--- config.mk ---
export PLATFORM = sky130hd
export DESIGN_NAME = clock_out_and_address_pin_mux
export DESIGN_NICKNAME = d
export VERILOG_FILES = /design/src/include/pin_mux_pkg.sv /design/src/logic/clock_out_select.sv /design/src/logic/clock_out_and_address_pin_mux.sv
export VERILOG_INCLUDE_DIRS = /design/src /design/src/include
export SDC_FILE = /design/constraint.sdc
export NUM_CORES = 1
export LEC_CHECK = 0
export BUFFER_PORTS_ARGS = -buffer_cell sky130_fd_sc_hd__buf_2
export CAP_MARGIN = 10
export CELL_PAD_IN_SITES_DETAIL_PLACEMENT = 1
export CELL_PAD_IN_SITES_GLOBAL_PLACEMENT = 1
export CORE_UTILIZATION = 30
export CTS_CLUSTER_DIAMETER = 30
export CTS_CLUSTER_SIZE = 8
export DETAILED_ROUTE_END_ITERATION = 8
export GPL_ROUTABILITY_DRIVEN = 0
export PLACE_DENSITY_LB_ADDON = 0.12
export SYNTH_ARGS = -nofsm -noshare
export SYNTH_HDL_FRONTEND = slang
export SYNTH_SLANG_ARGS = --single-unit
--- constraint.sdc ---
create_clock -name mclk -period 3.3 [get_ports mclk]
set_input_delay 0.165 -clock mclk [delete_from_list [all_inputs] [get_ports mclk]]
set_output_delay 0.165 -clock mclk [all_outputs]
set_load 0.02 [all_outputs]
--- src/include/pin_mux_cfg.svh ---
// How it works
// - clock output pin carries the buffered clock picked by the select register
// - software routes the input clock straight to the core or to the pll
// - when bus drive bit is zero, idle bus tri-states address and control
// - shared pins carry address bits 0 to 5, port a lines 8 to 13
// - in port mode each of the six pins is input or output on its own
// - after reset the shared pins are in address bus function
// - clearing pull-up register bit n turns off line n pull-up
// - mode pin high: external clock on osc out pin; low: crystal
`ifndef PIN_MUX_CFG_SVH
`define PIN_MUX_CFG_SVH

`define ADDR_W        8
`define DATA_W        16
// register offsets
`define OFS_CLK_SEL   8'h00
`define OFS_CLK_ROUTE 8'h04
`define OFS_BUS_CTRL  8'h08
`define OFS_PA_FUNC   8'h0c
`define OFS_PA_DIR    8'h10
`define OFS_PA_DOUT   8'h14
`define OFS_PA_DIN    8'h18
`define OFS_PA_PUR    8'h1c
`define OFS_STATUS    8'h20
// field positions
`define PA_LO         8
`define PA_HI         13
`define BUS_DRV_POS   0
`define ROUTE_PLL_POS 0
`define STAT_MODE_POS 0
`define STAT_BUS_POS  1
// reset values
`define CLK_SEL_RST   3'h0
`define ROUTE_RST     1'b0
`define BUS_DRV_RST   1'b0
`define PA_FUNC_RST   6'h00
`define PA_DIR_RST    6'h00
`define PA_DOUT_RST   6'h00
`define PA_PUR_RST    6'h3f
`define MODE_RST      1'b1
`define CTRL_IDLE     3'h7

`endif

--- src/include/pin_mux_pkg.sv ---
package pin_mux_pkg;
   // clock output source codes
   typedef enum logic [2:0] {
      SRC_OFF    = 3'b000,
      SRC_MASTER = 3'b001,
      SRC_PERIPH = 3'b010,
      SRC_OSC    = 3'b011,
      SRC_PRE    = 3'b100,
      SRC_POST   = 3'b101,
      SRC_TEST0  = 3'b110,
      SRC_TEST1  = 3'b111
   } clk_src_sel_t;

   // candidate clocks for the clock output pin
   typedef struct packed {
      logic       master;
      logic       periph;
      logic       osc;
      logic       prescale;
      logic       postscale;
      logic [1:0] test;
   } clk_sources_t;

   // request from the external memory interface
   typedef struct packed {
      logic       active;
      logic [5:0] addr;
      logic [2:0] ctrl;
   } ext_bus_t;

   // six shared pads: value, enable, pull-up
   typedef struct packed {
      logic [5:0] o;
      logic [5:0] oe;
      logic [5:0] pu;
   } pad_group_t;
endpackage : pin_mux_pkg

--- src/logic/clock_out_select.sv ---
`timescale 1ns/10ps
`include "pin_mux_cfg.svh"
module clock_out_select
   import pin_mux_pkg::*;
(
   input  wire logic         mclk,
   input  wire logic         rst,
   input  wire clk_src_sel_t sel,
   input  wire clk_sources_t src,
   output logic              pin_o,
   output logic              pin_oe
);
   logic oe_d;
   logic oe_q;

   // source pick, combinational so the clock is not resampled
   always_comb begin
      case (sel)
         SRC_MASTER: pin_o = src.master;
         SRC_PERIPH: pin_o = src.periph;
         SRC_OSC:    pin_o = src.osc;
         SRC_PRE:    pin_o = src.prescale;
         SRC_POST:   pin_o = src.postscale;
         SRC_TEST0:  pin_o = src.test[0];
         SRC_TEST1:  pin_o = src.test[1];
         default:    pin_o = 1'b0;
      endcase
      oe_d = (sel != SRC_OFF);
   end

   always_ff @(posedge mclk or posedge rst) begin
      if (rst) begin
         oe_q <= 1'b0;
      end else begin
         oe_q <= oe_d;
      end
   end
   assign pin_oe = oe_q;

   property p_off_quiet;
      @(posedge mclk) disable iff (rst) (sel == SRC_OFF) |-> pin_o == 1'b0 ##1 !pin_oe;
   endproperty
   a_off_quiet: assert property (p_off_quiet) else $error("clock out driven while off");

   property p_master_path;
      @(posedge mclk) disable iff (rst)
         (sel == SRC_MASTER) ##1 (sel == SRC_MASTER) |-> pin_oe && pin_o == src.master;
   endproperty
   a_master_path: assert property (p_master_path) else $error("master clock not on pin");
endmodule : clock_out_select

--- src/logic/clock_out_and_address_pin_mux.sv ---
// Decided for this implementation: the register addresses and the strobed register port.
`timescale 1ns/10ps
`include "pin_mux_cfg.svh"
module clock_out_and_address_pin_mux
   import pin_mux_pkg::*;
(
   input  wire logic [`ADDR_W-1:0] addr,
   input  wire logic [`DATA_W-1:0] wdata,
   input  wire logic               wr_en,
   input  wire logic               rd_en,
   output logic      [`DATA_W-1:0] rdata,
   input  wire logic               mclk,
   input  wire logic               rst,
   input  wire clk_sources_t       clk_src,
   input  wire logic               clock_input_mode_pin,
   input  wire logic               osc_in_pin,
   input  wire logic               osc_out_pin_i,
   output logic                    osc_out_pin_o,
   output logic                    osc_out_pin_oe,
   output logic                    core_clk,
   output logic                    pll_ref_clk,
   input  wire ext_bus_t           ext_bus,
   input  wire logic [5:0]         addr_pin_i,
   output pad_group_t              addr_pads,
   output logic      [2:0]         ctrl_pin_o,
   output logic      [2:0]         ctrl_pin_oe,
   output logic                    clock_out_pin_o,
   output logic                    clock_out_pin_oe
);
   // software visible state
   clk_src_sel_t       sel_q,   sel_d;
   logic               route_q, route_d;
   logic               drv_q,   drv_d;
   logic [5:0]         func_q,  func_d;
   logic [5:0]         dir_q,   dir_d;
   logic [5:0]         dout_q,  dout_d;
   logic [5:0]         pur_q,   pur_d;
   logic [`DATA_W-1:0] rdata_q, rdata_d;
   // pad state
   logic [5:0]         pad_o_q,  pad_o_d;
   logic [5:0]         pad_oe_q, pad_oe_d;
   logic [2:0]         ctl_o_q,  ctl_o_d;
   logic [2:0]         ctl_oe_q, ctl_oe_d;
   logic               mode_q;
   logic               input_clk;

   // true when the address matches a given offset
   function automatic logic hit(input logic [`ADDR_W-1:0] a,
                                input logic [`ADDR_W-1:0] ofs);
      hit = (a == ofs);
   endfunction : hit

   // register writes
   always_comb begin
      sel_d   = sel_q;
      route_d = route_q;
      drv_d   = drv_q;
      func_d  = func_q;
      dir_d   = dir_q;
      dout_d  = dout_q;
      pur_d   = pur_q;
      if (wr_en) begin
         if (hit(addr, `OFS_CLK_SEL)) begin
            sel_d = clk_src_sel_t'(wdata[2:0]);
         end
         if (hit(addr, `OFS_CLK_ROUTE)) begin
            route_d = wdata[`ROUTE_PLL_POS];
         end
         if (hit(addr, `OFS_BUS_CTRL)) begin
            drv_d = wdata[`BUS_DRV_POS];
         end
         if (hit(addr, `OFS_PA_FUNC)) begin
            func_d = wdata[`PA_HI:`PA_LO];
         end
         if (hit(addr, `OFS_PA_DIR)) begin
            dir_d = wdata[`PA_HI:`PA_LO];
         end
         if (hit(addr, `OFS_PA_DOUT)) begin
            dout_d = wdata[`PA_HI:`PA_LO];
         end
         if (hit(addr, `OFS_PA_PUR)) begin
            pur_d = wdata[`PA_HI:`PA_LO];
         end
      end
   end

   // read data, valid only in the cycle after the strobe
   always_comb begin
      rdata_d = '0;
      if (rd_en) begin
         case (addr)
            `OFS_CLK_SEL:   rdata_d[2:0] = sel_q;
            `OFS_CLK_ROUTE: rdata_d[`ROUTE_PLL_POS] = route_q;
            `OFS_BUS_CTRL:  rdata_d[`BUS_DRV_POS] = drv_q;
            `OFS_PA_FUNC:   rdata_d[`PA_HI:`PA_LO] = func_q;
            `OFS_PA_DIR:    rdata_d[`PA_HI:`PA_LO] = dir_q;
            `OFS_PA_DOUT:   rdata_d[`PA_HI:`PA_LO] = dout_q;
            `OFS_PA_DIN:    rdata_d[`PA_HI:`PA_LO] = addr_pin_i;
            `OFS_PA_PUR:    rdata_d[`PA_HI:`PA_LO] = pur_q;
            `OFS_STATUS: begin
               rdata_d[`STAT_MODE_POS] = mode_q;
               rdata_d[`STAT_BUS_POS]  = ext_bus.active;
            end
            default:        rdata_d = '0;
         endcase
      end
   end

   always_ff @(posedge mclk or posedge rst) begin
      if (rst) begin
         sel_q   <= clk_src_sel_t'(`CLK_SEL_RST);
         route_q <= `ROUTE_RST;
         drv_q   <= `BUS_DRV_RST;
         func_q  <= `PA_FUNC_RST;
         dir_q   <= `PA_DIR_RST;
         dout_q  <= `PA_DOUT_RST;
         pur_q   <= `PA_PUR_RST;
         rdata_q <= '0;
      end else begin
         sel_q   <= sel_d;
         route_q <= route_d;
         drv_q   <= drv_d;
         func_q  <= func_d;
         dir_q   <= dir_d;
         dout_q  <= dout_d;
         pur_q   <= pur_d;
         rdata_q <= rdata_d;
      end
   end
   assign rdata = rdata_q;

   // per pin function: address bus or port line
   genvar g;
   generate
      for (g = 0; g < 6; g++) begin : g_pad
         always_comb begin
            if (func_q[g]) begin
               pad_o_d[g]  = dout_q[g];
               pad_oe_d[g] = dir_q[g];
            end else begin
               pad_o_d[g]  = ext_bus.addr[g];
               pad_oe_d[g] = ext_bus.active | drv_q;
            end
         end
      end
   endgenerate

   // control strobes follow the same idle policy
   always_comb begin
      ctl_o_d  = ext_bus.active ? ext_bus.ctrl : `CTRL_IDLE;
      ctl_oe_d = {3{ext_bus.active | drv_q}};
   end

   always_ff @(posedge mclk or posedge rst) begin
      if (rst) begin
         pad_o_q  <= '0;
         pad_oe_q <= '0;
         ctl_o_q  <= `CTRL_IDLE;
         ctl_oe_q <= '0;
         mode_q   <= `MODE_RST;
      end else begin
         pad_o_q  <= pad_o_d;
         pad_oe_q <= pad_oe_d;
         ctl_o_q  <= ctl_o_d;
         ctl_oe_q <= ctl_oe_d;
         mode_q   <= clock_input_mode_pin;
      end
   end

   always_comb begin
      addr_pads.o  = pad_o_q;
      addr_pads.oe = pad_oe_q;
      addr_pads.pu = pur_q;
   end
   assign ctrl_pin_o  = ctl_o_q;
   assign ctrl_pin_oe = ctl_oe_q;

   // oscillator pin role and input clock
   always_comb begin
      osc_out_pin_o  = ~osc_in_pin;
      osc_out_pin_oe = ~mode_q;
      input_clk      = mode_q ? osc_out_pin_i : osc_in_pin;
   end

   always_comb begin
      core_clk    = route_q ? 1'b0 : input_clk;
      pll_ref_clk = route_q ? input_clk : 1'b0;
   end

   clock_out_select u_clock_out (
      .mclk   (mclk),
      .rst    (rst),
      .sel    (sel_q),
      .src    (clk_src),
      .pin_o  (clock_out_pin_o),
      .pin_oe (clock_out_pin_oe)
   );

   property p_reset_quiet;
      @(posedge mclk) $fell(rst) |->
         addr_pads.oe == 6'h00 && !clock_out_pin_oe && addr_pads.pu == 6'h3f;
   endproperty
   a_reset_quiet: assert property (p_reset_quiet) else $error("pads active after reset");

   property p_reset_func;
      @(posedge mclk) $fell(rst) |-> func_q == 6'h00 ##1 (wr_en || func_q == 6'h00);
   endproperty
   a_reset_func: assert property (p_reset_func) else $error("port mode after reset");

   property p_idle_tristate;
      @(posedge mclk) disable iff (rst)
         (func_q == 6'h00 && !drv_q && !ext_bus.active) |=> addr_pads.oe == 6'h00
            && ctrl_pin_oe == 3'h0;
   endproperty
   a_idle_tristate: assert property (p_idle_tristate) else $error("idle bus driven");

   property p_drive_hold;
      @(posedge mclk) disable iff (rst)
         (func_q == 6'h00 && drv_q) |=> addr_pads.oe == 6'h3f && ctrl_pin_oe == 3'h7;
   endproperty
   a_drive_hold: assert property (p_drive_hold) else $error("bus not held");

   property p_addr_out;
      @(posedge mclk) disable iff (rst)
         (func_q == 6'h00 && ext_bus.active) |=>
            addr_pads.o == $past(ext_bus.addr) && addr_pads.oe == 6'h3f;
   endproperty
   a_addr_out: assert property (p_addr_out) else $error("address bits not on pins");

   property p_port_mode;
      @(posedge mclk) disable iff (rst)
         (func_q == 6'h3f) |=> addr_pads.oe == $past(dir_q) && addr_pads.o == $past(dout_q);
   endproperty
   a_port_mode: assert property (p_port_mode) else $error("port line wrong");

   property p_pullup_write;
      @(posedge mclk) disable iff (rst)
         (wr_en && addr == `OFS_PA_PUR) |=> addr_pads.pu == $past(wdata[`PA_HI:`PA_LO]);
   endproperty
   a_pullup_write: assert property (p_pullup_write) else $error("pull-up not updated");

   property p_route;
      @(posedge mclk) disable iff (rst)
         (wr_en && addr == `OFS_CLK_ROUTE && wdata[0]) |=> core_clk == 1'b0
            && pll_ref_clk == input_clk;
   endproperty
   a_route: assert property (p_route) else $error("pll route wrong");

   property p_mode_pin;
      @(posedge mclk) disable iff (rst)
         clock_input_mode_pin |=> !osc_out_pin_oe && input_clk == osc_out_pin_i;
   endproperty
   a_mode_pin: assert property (p_mode_pin) else $error("osc pin role wrong");

   property p_sel_off;
      @(posedge mclk) disable iff (rst)
         (wr_en && addr == `OFS_CLK_SEL && wdata[2:0] == 3'h0) ##1 !wr_en |=>
            !clock_out_pin_oe;
   endproperty
   a_sel_off: assert property (p_sel_off) else $error("clock out not disabled");
endmodule : clock_out_and_address_pin_mux

# Word-level counts from Yosys, hierarchy flattened
# Index checks and enable logic that the tools add are counted.
# Widths: inputs -> output; s select.
[word_totals]
reg_bits = 63
in_bits = 54
[op_classes]
eq_ne = 15
n_mux = 22
bitwise_logic = 3
reduce_logical = 9
[ops]
columns = ["cell", "count"]
rows = [
  ["$eq 8x5->1 const B", 4],
  ["$pmux 6 s5", 1],
  ["$eq 8x4->1 const B", 2],
  ["$mux 1", 16],
  ["$mux 14", 1],
  ["$reduce_and 2->1", 7],
  ["$eq 3x3->1 const B", 4],
  ["$eq 8x3->1 const B", 1],
  ["$eq 8x6->1 const B", 1],
  ["$logic_not 8->1", 1],
  ["$pmux 1 s7", 1],
  ["$eq 3x2->1 const B", 2],
  ["$pmux 1 s4", 1],
  ["$eq 3x1->1 const B", 1],
  ["$mux 3", 1],
  ["$reduce_bool 3->1", 1],
  ["$not 1->1", 2],
  ["$pmux 1 s2", 1],
  ["$or 1x1->1", 1],
]

# Depth between registers and ports, before layout
# Gate-level depths: netlist of the first run.
[logic_depth]
depth_word = 3
ltp_mapped = 6
ltp_nobuf = 4

# Modules after synthesis
# Synthesis of the first run repeated with hierarchy kept, for this count alone.
[hier_totals]
hier_cells = 203
hier_area_um2 = 2616.3
[modules_own_cells]
columns = ["module", "n_inst", "cells_each", "area_per_inst_um2"]
rows = [
  ["clock_out_and_address_pin_mux", 1, 195, 2516.2],
  ["clock_out_select", 1, 8, 100.1],
]

# Worst setup path after synthesis of the first run
# Ideal clock, no wire load.
[synth_timing]
path_kind = "input-to-reg"
start = "in addr[5]"
end = "reg dout_q[0]"
arrival_ps = 1615
t_required_ps = 3175
slack_ps = 1560
path_stages = 6
path_cell_list = "or4b_1 -> buf_2 -> nor3_4 -> and2_4 -> buf_12 -> mux2_4"
[synth_via]
elab_chain_len = 2
[synth_rtl]
columns = ["item", "line_no", "source"]
rows = [
  ["start: declaration", "clock_out_and_address_pin_mux.sv:7", "input wire logic [`ADDR_W-1:0] addr,"],
  ["$eq 8x5->1", "clock_out_and_address_pin_mux.sv:50", "hit = (a == ofs);"],
  ["$reduce_and 2->1 (no line)", "n/a", ""],
  ["end signal: assignment", "clock_out_and_address_pin_mux.sv:116", "dout_q <= `PA_DOUT_RST;"],
  ["end signal: assignment", "clock_out_and_address_pin_mux.sv:125", "dout_q <= dout_d;"],
  ["end: declaration", "clock_out_and_address_pin_mux.sv:36", "logic [5:0] dout_q, dout_d;"],
]
# No other way between the ends.
# A chain may end at the register's enable or synchronous reset.

# Final worst setup path of the first run
[layout_timing]
start = "in addr[2]"
end = "reg dir_q[2]"
[layout_via]
elab_chain_len = 2
[layout_rtl]
columns = ["item", "line_no", "source"]
rows = [
  ["$eq 8x5->1", "clock_out_and_address_pin_mux.sv:50", ""],
  ["$reduce_and 2->1 (no line)", "n/a", ""],
  ["end signal: assignment", "clock_out_and_address_pin_mux.sv:115", "dir_q <= `PA_DIR_RST;"],
  ["end signal: assignment", "clock_out_and_address_pin_mux.sv:124", "dir_q <= dir_d;"],
  ["end: declaration", "clock_out_and_address_pin_mux.sv:35", "logic [5:0] dir_q, dir_d;"],
]
# No other way between the ends.

==> results of run 1 <==
state kept, by name, summed over array words and instances, names as in the netlist, 3 cells and up:
signal,cells
rdata,9
dir_q,6
sel_q,3
ctrl_pin_o,3
pur_q,6
pad_oe_q,6
dout_q,6
func_q,6
pad_o_q,6
cells by family (layout without fill, tap and decap cells):
group                  after synthesis  count (layout)
AOI/OAI and AO/OA                   23              23
buffers and inverters               22              99
DFF                                 56              56
muxes                               52              52
other                                1               7
and+or+nand+nor                     60              60
worst paths after layout:
check / start / endpoint / slack, ns / depth (start not counted)
max in group asynchronous: rst / pur_q[5]$_DFFE_PP1P_ / 2.46 / 3
max: addr[2] / dir_q[2]$_DFFE_PP0P_ / 1.42 / 4
max reg2reg: drv_q$_DFFE_PP0P_ / pad_oe_q[2]$_DFF_PP0_ / 2.08 / 2
min: rst / pad_o_q[1]$_DFF_PP0_ / 0.0003 / 2
min in group mclk: ext_bus[2] / ctrl_pin_o[2]$_DFF_PP1_ / 0.04 / 2
min reg2reg: dir_q[0]$_DFFE_PP0P_ / dir_q[0]$_DFFE_PP0P_ / 0.53 / 1
layout by cell type (no fill, tap or decap), types with 7 or more instances in the layout:
cell type  netlist  final
a21oi_1          7      7
buf_2            1     85
conb_1           1      7
dfrtp_1         46     46
dfstp_2         10     10
mux2_2          35     35
mux2i_1          9      9
nand2_1         12     12
nand3_1         12     12
o21ai_0         13     13
cells in the mapped netlist, drive strengths merged:
cell type / number / share of area (%)
nor3b: 6 / 1.7
nor4: 3 / 0.71
or2: 1 / 0.24
mux2: 42 / 19
mux4: 1 / 0.86
or3: 1 / 0.24
dfrtp: 46 / 44
nor2: 6 / 0.86
conb: 1 / 0.14
or4: 1 / 0.29
nand2: 12 / 1.7
o21ai: 13 / 2.5
mux2i: 9 / 3.4
dfstp: 10 / 10
a21boi: 1 / 0.29
buf: 12 / 3.7
and3: 6 / 1.4
a21oi: 7 / 1.3
nor4b: 1 / 0.33
nand4: 2 / 0.48
clkbuf: 7 / 1.0
o22ai: 1 / 0.24
inv: 3 / 0.43
and2: 2 / 0.57
nand4b: 1 / 0.33
nor2b: 1 / 0.24
or4b: 1 / 0.38
a31o: 1 / 0.33
nand3: 12 / 2.3
nor3: 1 / 0.62
nand2b: 3 / 0.71
final cells by class:
type	instances	area [µm²]
Sequential cell	56	1410
Fill cell	950	5130
Tap cell	105	131
Timing Repair Buffer	88	450
Clock buffer	7	86.3
Clock inverter	1	7.51
Inverter	3	11.3
Multi-Input combinational cell	142	1110
through the flow:
stage	power [mW]	std cells	cell area, µm²
6_report	1.32	402	3210
5_1_grt	1.38	402	3210
4_1_cts	1.34	402	3210
3_5_place_dp	0.933	393	3110
3_3_place_gp	0.930	393	3110
2_1_floorplan	0.862	220	2650
worst max-delay path: cells and delay by family:
family                 cells  cell delay [ns]
buffers and inverters      1             0.31
multiplexers               1             0.42
AND/OR/NAND/NOR            2             1.17
routing by layer:
layer | track usage [%] | part of all wire [%]
met4 | 2.99 | 0.73
met3 | 3.03 | 5.4
met5 | 0 | 0
met2 | 27.8 | 49
met1 | 20.4 | 45
where the power goes:
part / internal (mW) / switching [mW] / total (mW)
Clock: 0.171 / 0.227 / 0.398
Sequential: 0.720 / 0.0195 / 0.739
Combinational: 0.0751 / 0.103 / 0.178
Total: 0.966 / 0.349 / 1.32
repair_timing:
action,4_1_cts,5_1_grt
hold buffers,1,0
setup endpoints to repair,0,0
hold endpoints to repair,1,0
==> results.yml, run 1 <==
detailed_routing:
  wl_per_cell_um: 17.2
  first_iter_violations: 43
  dr.pass1.iters: 4
  vias_per_cell: 4.74
  num_vias: 1904
  drtAntennaViolNets: 0
  drc_errors: 0
  drt_wl_total_um: 6900
timing:
  final-hold-violation-count: 0
  tightest_slew_ns: 0.820
  worst_hold_slack_ns: 0.000296
  maxSlewHeadroom_pct: 45.2
  maxSlewViolCount: 0
  timing.fmax_ghz: 0.533
  fin_worst_skew_ns: 0.00776
  period_share_pct: 56.9
  rsz0062_at_grt: "no"
  finalSetupViolCount: 0
  worst_slack_ns: 1.42
  fin_crit_ns: 1.88
  fin_tns_setup_ns: 0
cells_and_area:
  fin_nets: 350
  utilization_pct: 38.5
  layout-drive-gt1-share_pct: 51.2
  diodes: 0
  syn_to_final_growth_pct: 22.1
worst_setup_path:
  path_cells: "buf_2, nor4_1, nand3_1, mux2_2"
  critPathMaxFanout: 32
  cp_slowest_stage_delay_ns: 0.62
  start_kind: "input pin"
  crit_arrival_ns: 2.07
  cp.required_ns: 3.50
  critical-path-slowest-cell: "nor4_1"
  path_class: "input pin to flop"
  end_kind: "flop"
worst_hold_path:
  hp-class: "input pin to asynchronous set/reset pin"
logic_synthesis:
  ys_types: 37
  seq_area_frac_synth_pct: 53.8
  synth_fa_ha_area_share_pct: 0
  syn_area_per_cell_um2: 12.3
  synth-simple-area-share_pct: 13.1
  synthMuxAreaShare_pct: 23.1
  ys_ff_latch: 56
  syn_area_mm2: 0.00263
  synth_top_family_by_area: "multiplexers"
  synthCells: 214
  synth_compound_area_share_pct: 4.67
  synth-xor-area-share_pct: 0
  yosysWarnings: 0
power:
  p_leak_nw: 1.56
  powerDensity_mw_per_mm2: 410
  ir_drop_mv: 0.185
place:
  portBuffers: 85
  hpwl_um: 4840
  pre_cts_slack_ns: 1.09
cts:
  clk_pin_slew_worst_paths_ns: 0.10
  cts_buffers: 5
  max-clock-path-buffers: 2
  cts_root_buffer: "clkbuf_8"
  post_cts_buffers: 0
  tritoncts: "built"
  cts_sinks: 56
  cts-resized-gates: 0
  cts.htree.levels: 2
  clock_latency_ns: 0.31
run_status:
  status: "complete, no violations"
global_routing:
  grt_max_degree: 41
  grt_pass1_wl_um: 10600
  grtUsageTotal_pct: 15.9
  globalRouteOverflowTotal: 0
  antenna_found_initial: 0
  grt_pass1_vias: 2059
floorplan:
  num_rows: 33
  coreArea_mm2: 0.00834
  die_area_mm2: 0.00914
  dieWidth_um: 95.6
  initial_core_util_pct: 31.5
  io_pins: 100
  die_h_um: 95.6
run:
  max_cap_violations: 0
(Power assumes the default switching activity.)
==> run 2: changes to the inputs <==
- ABC_AREA: unset -> 1
- clock period: 3.3 -> 1.5 ns (I/O delays scaled with it)
==> results.yml, run 2 <==
logic_synthesis:
  synth.area.top_cells: "dfrtp_1 (42%), dfstp_2 (9.7%), nand2_1 (7.6%), nand3_1 (7.5%), o21ai_2 (5.2%)"
  synthArstFlopShare_pct: 100
  yosysMostFrequentCell: "nand2_1"
  yosys-top-cells-count: "nand2_1 (55), dfrtp_1 (46), nand3_1 (41)"
  yosysWarnings: 0
  ys_types: 25
  synth_edf_count: 0
  syn_area_per_cell_um2: 8.95
  synthCells: 304
  seq_area_frac_synth_pct: 52.0
  ys_ff_latch: 56
  syn_area_mm2: 0.00272
  synthFlopType: "dfrtp_1"
  netlist.area_leader.share_pct: 42.3
  yosysTopAreaCell: "dfrtp_1"
floorplan:
  num_rows: 34
  io_pins: 100
  die_area_mm2: 0.00945
  dieWidth_um: 97.2
  coreArea_mm2: 0.00876
  initial_core_util_pct: 31.0
  die_h_um: 97.2
worst_setup_path:
  critPathMaxFanout: 7
  start_kind: "flop"
  reg2reg_slack_ns: 0.54
  r2r_cells: 4
  crit_arrival_ns: 1.32
  rr_endpoint: "rdata[13]$_DFF_PP0_"
  end_kind: "output pin"
  critPathLaunch: "sel_q[0]$_DFFE_PP0P_"
  path_class: "flop to output pin"
  r2r-start: "func_q[5]$_DFFE_PP0P_"
  cp.required_ns: 1.42
cts:
  clk_pin_slew_worst_paths_ns: 0.10
  cts_root_buffer: "clkbuf_8"
  tritoncts: "built"
  cts_sinks: 56
  max-clock-path-buffers: 2
  clock_latency_ns: 0.31
  cts.htree.levels: 2
  cts_buffers: 5
cells_and_area:
  utilization_pct: 39.2
  largest_reg_flops: 9
  diodes: 0
  final_common_cell: "buf_2"
  layout_common_cells: "buf_2 (85), nand2_1 (55), dfrtp_1 (44)"
  multiInputGateArea_mm2: 0.00107
  fillCellCount: 1082
  area.sequential_mm2: 0.00142
  layout-drive-gt1-share_pct: 38.9
  design_area_mm2: 0.00343
  syn_to_final_growth_pct: 26.2
  fin_nets: 457
  finalNonFillerCells: 512
power:
  swShare_pct: 27.7
  intPower_mw: 2.12
  ir_drop_mv: 0.317
  combPwrFrac_pct: 14.4
  seq_power_share_pct: 55.7
  powerDensity_mw_per_mm2: 855
  p_switching_mw: 0.812
  clockPowerShare_pct: 29.9
  power_mw: 2.93
  p_leak_nw: 1.73
detailed_routing:
  dr.pass1.iters: 4
  drtAntennaViolNets: 0
  drc_errors: 0
  wl_per_cell_um: 14.3
  first_iter_violations: 48
  num_vias: 2357
  vias_per_cell: 4.60
  drt_wl_total_um: 7330
worst_hold_path:
  min_to: "pad_o_q[5]$_DFF_PP0_"
  hp-class: "input pin to flop"
  worst_hold_path.num_cells: 3
  hold_start: "ext_bus[8]"
timing:
  final-hold-violation-count: 0
  worst_slack_ns: 0.107
  period_share_pct: 92.8
  rsz0062_at_grt: "no"
  fin_tns_setup_ns: 0
  timing.fmax_ghz: 0.718
  fin_worst_skew_ns: 0.00646
  fin_crit_ns: 1.39
  maxSlewViolCount: 0
  worst_hold_slack_ns: 0.00229
  finalSetupViolCount: 0
global_routing:
  grtUsageTotal_pct: 16.2
  grt_max_degree: 57
  antenna_found_initial: 0
  globalRouteOverflowTotal: 0
  grt_pass1_wl_um: 12100
  grt_pass1_vias: 2383
run_status:
  status: "complete, no violations"
place:
  hpwl_um: 5260
  dp_cells: 493
  pre_cts_slack_ns: 0.112
  portBuffers: 85
  dpl_cell_area_mm2: 0.00322
run:
  max_cap_violations: 0
==> run 2: cell types whose count changed after synthesis, sizes merged, moves of 5 or more <==
cell / change
nand2: +53
mux2: -42
nand3: +31
nor2: +30
inv: +29
o21ai: +23
mux2i: -9
clkbuf: -7
nor3b: -6
and3: -5
==> run 2: cells by family after synthesis <==
group,synth area share [%]
other cells,0.138
simple gates,28.0
compound gates,10.5
flops,52.0
buf+inv,9.43
==> run 2: final cells by class <==
cell class	count	area share, %
inverter	32	3.50
sequential	56	41.3
tap	108	3.94
clock buffer	7	2.51
clock inverter	1	0.219
multi-input combinational	206	31.3
timing repair buffer	102	17.3
==> run 2: worst max path at each step <==
stage / end / slack, ns
after global placement: func_q[2]$_DFFE_PP0P_ / 0.15
after floorplan: ctrl_pin_oe[0]$_DFF_PP0_ / 0.07
after detailed placement: func_q[0]$_DFFE_PP0P_ / 0.11
after CTS: clock_out_pin_o / 0.04
final: clock_out_pin_o / 0.11
after global routing: clock_out_pin_o / 0.004
==> run 2: worst max-delay path, stage by stage, from the launching register on <==
cell and delay (ns):
dfrtp_2 0.48, nor2_2 0.14, nand2_1 0.06, nand4_1 0.07, nand2_1 0.05, nand4_1 0.06, buf_2 0.16
==> run 2: power by group through the flow <==
| stage | Sequential, mW | Clock [mW] | Combinational, mW |
|---|---|---|---|
| 3_5_place_dp | 1.66 | 0 | 0.410 |
| 3_3_place_gp | 1.66 | 0 | 0.402 |
| 5_1_grt | 1.64 | 0.979 | 0.472 |
| 4_1_cts | 1.63 | 0.917 | 0.434 |
| 6_report | 1.63 | 0.876 | 0.424 |
| 2_1_floorplan | 1.69 | 0 | 0.219 |
==> run 2: timing repair <==
action | CTS | global route
setup buffers | 0 | 0
gates resized for setup | 0 | 6
endpoints found under the setup margin | 0 | 3
hold buffers | 11 | 0
endpoints found under the hold margin | 56 | 0
==> run 2: per-layer routing <==
metal	up-vias	wire length, µm	GRT usage (%)
met2	63	3580	27.6
met5	-	0	0
met3	5	306	2.59
li1	1161	-	-
met4	0	64	3.39
met1	1128	3370	21.8
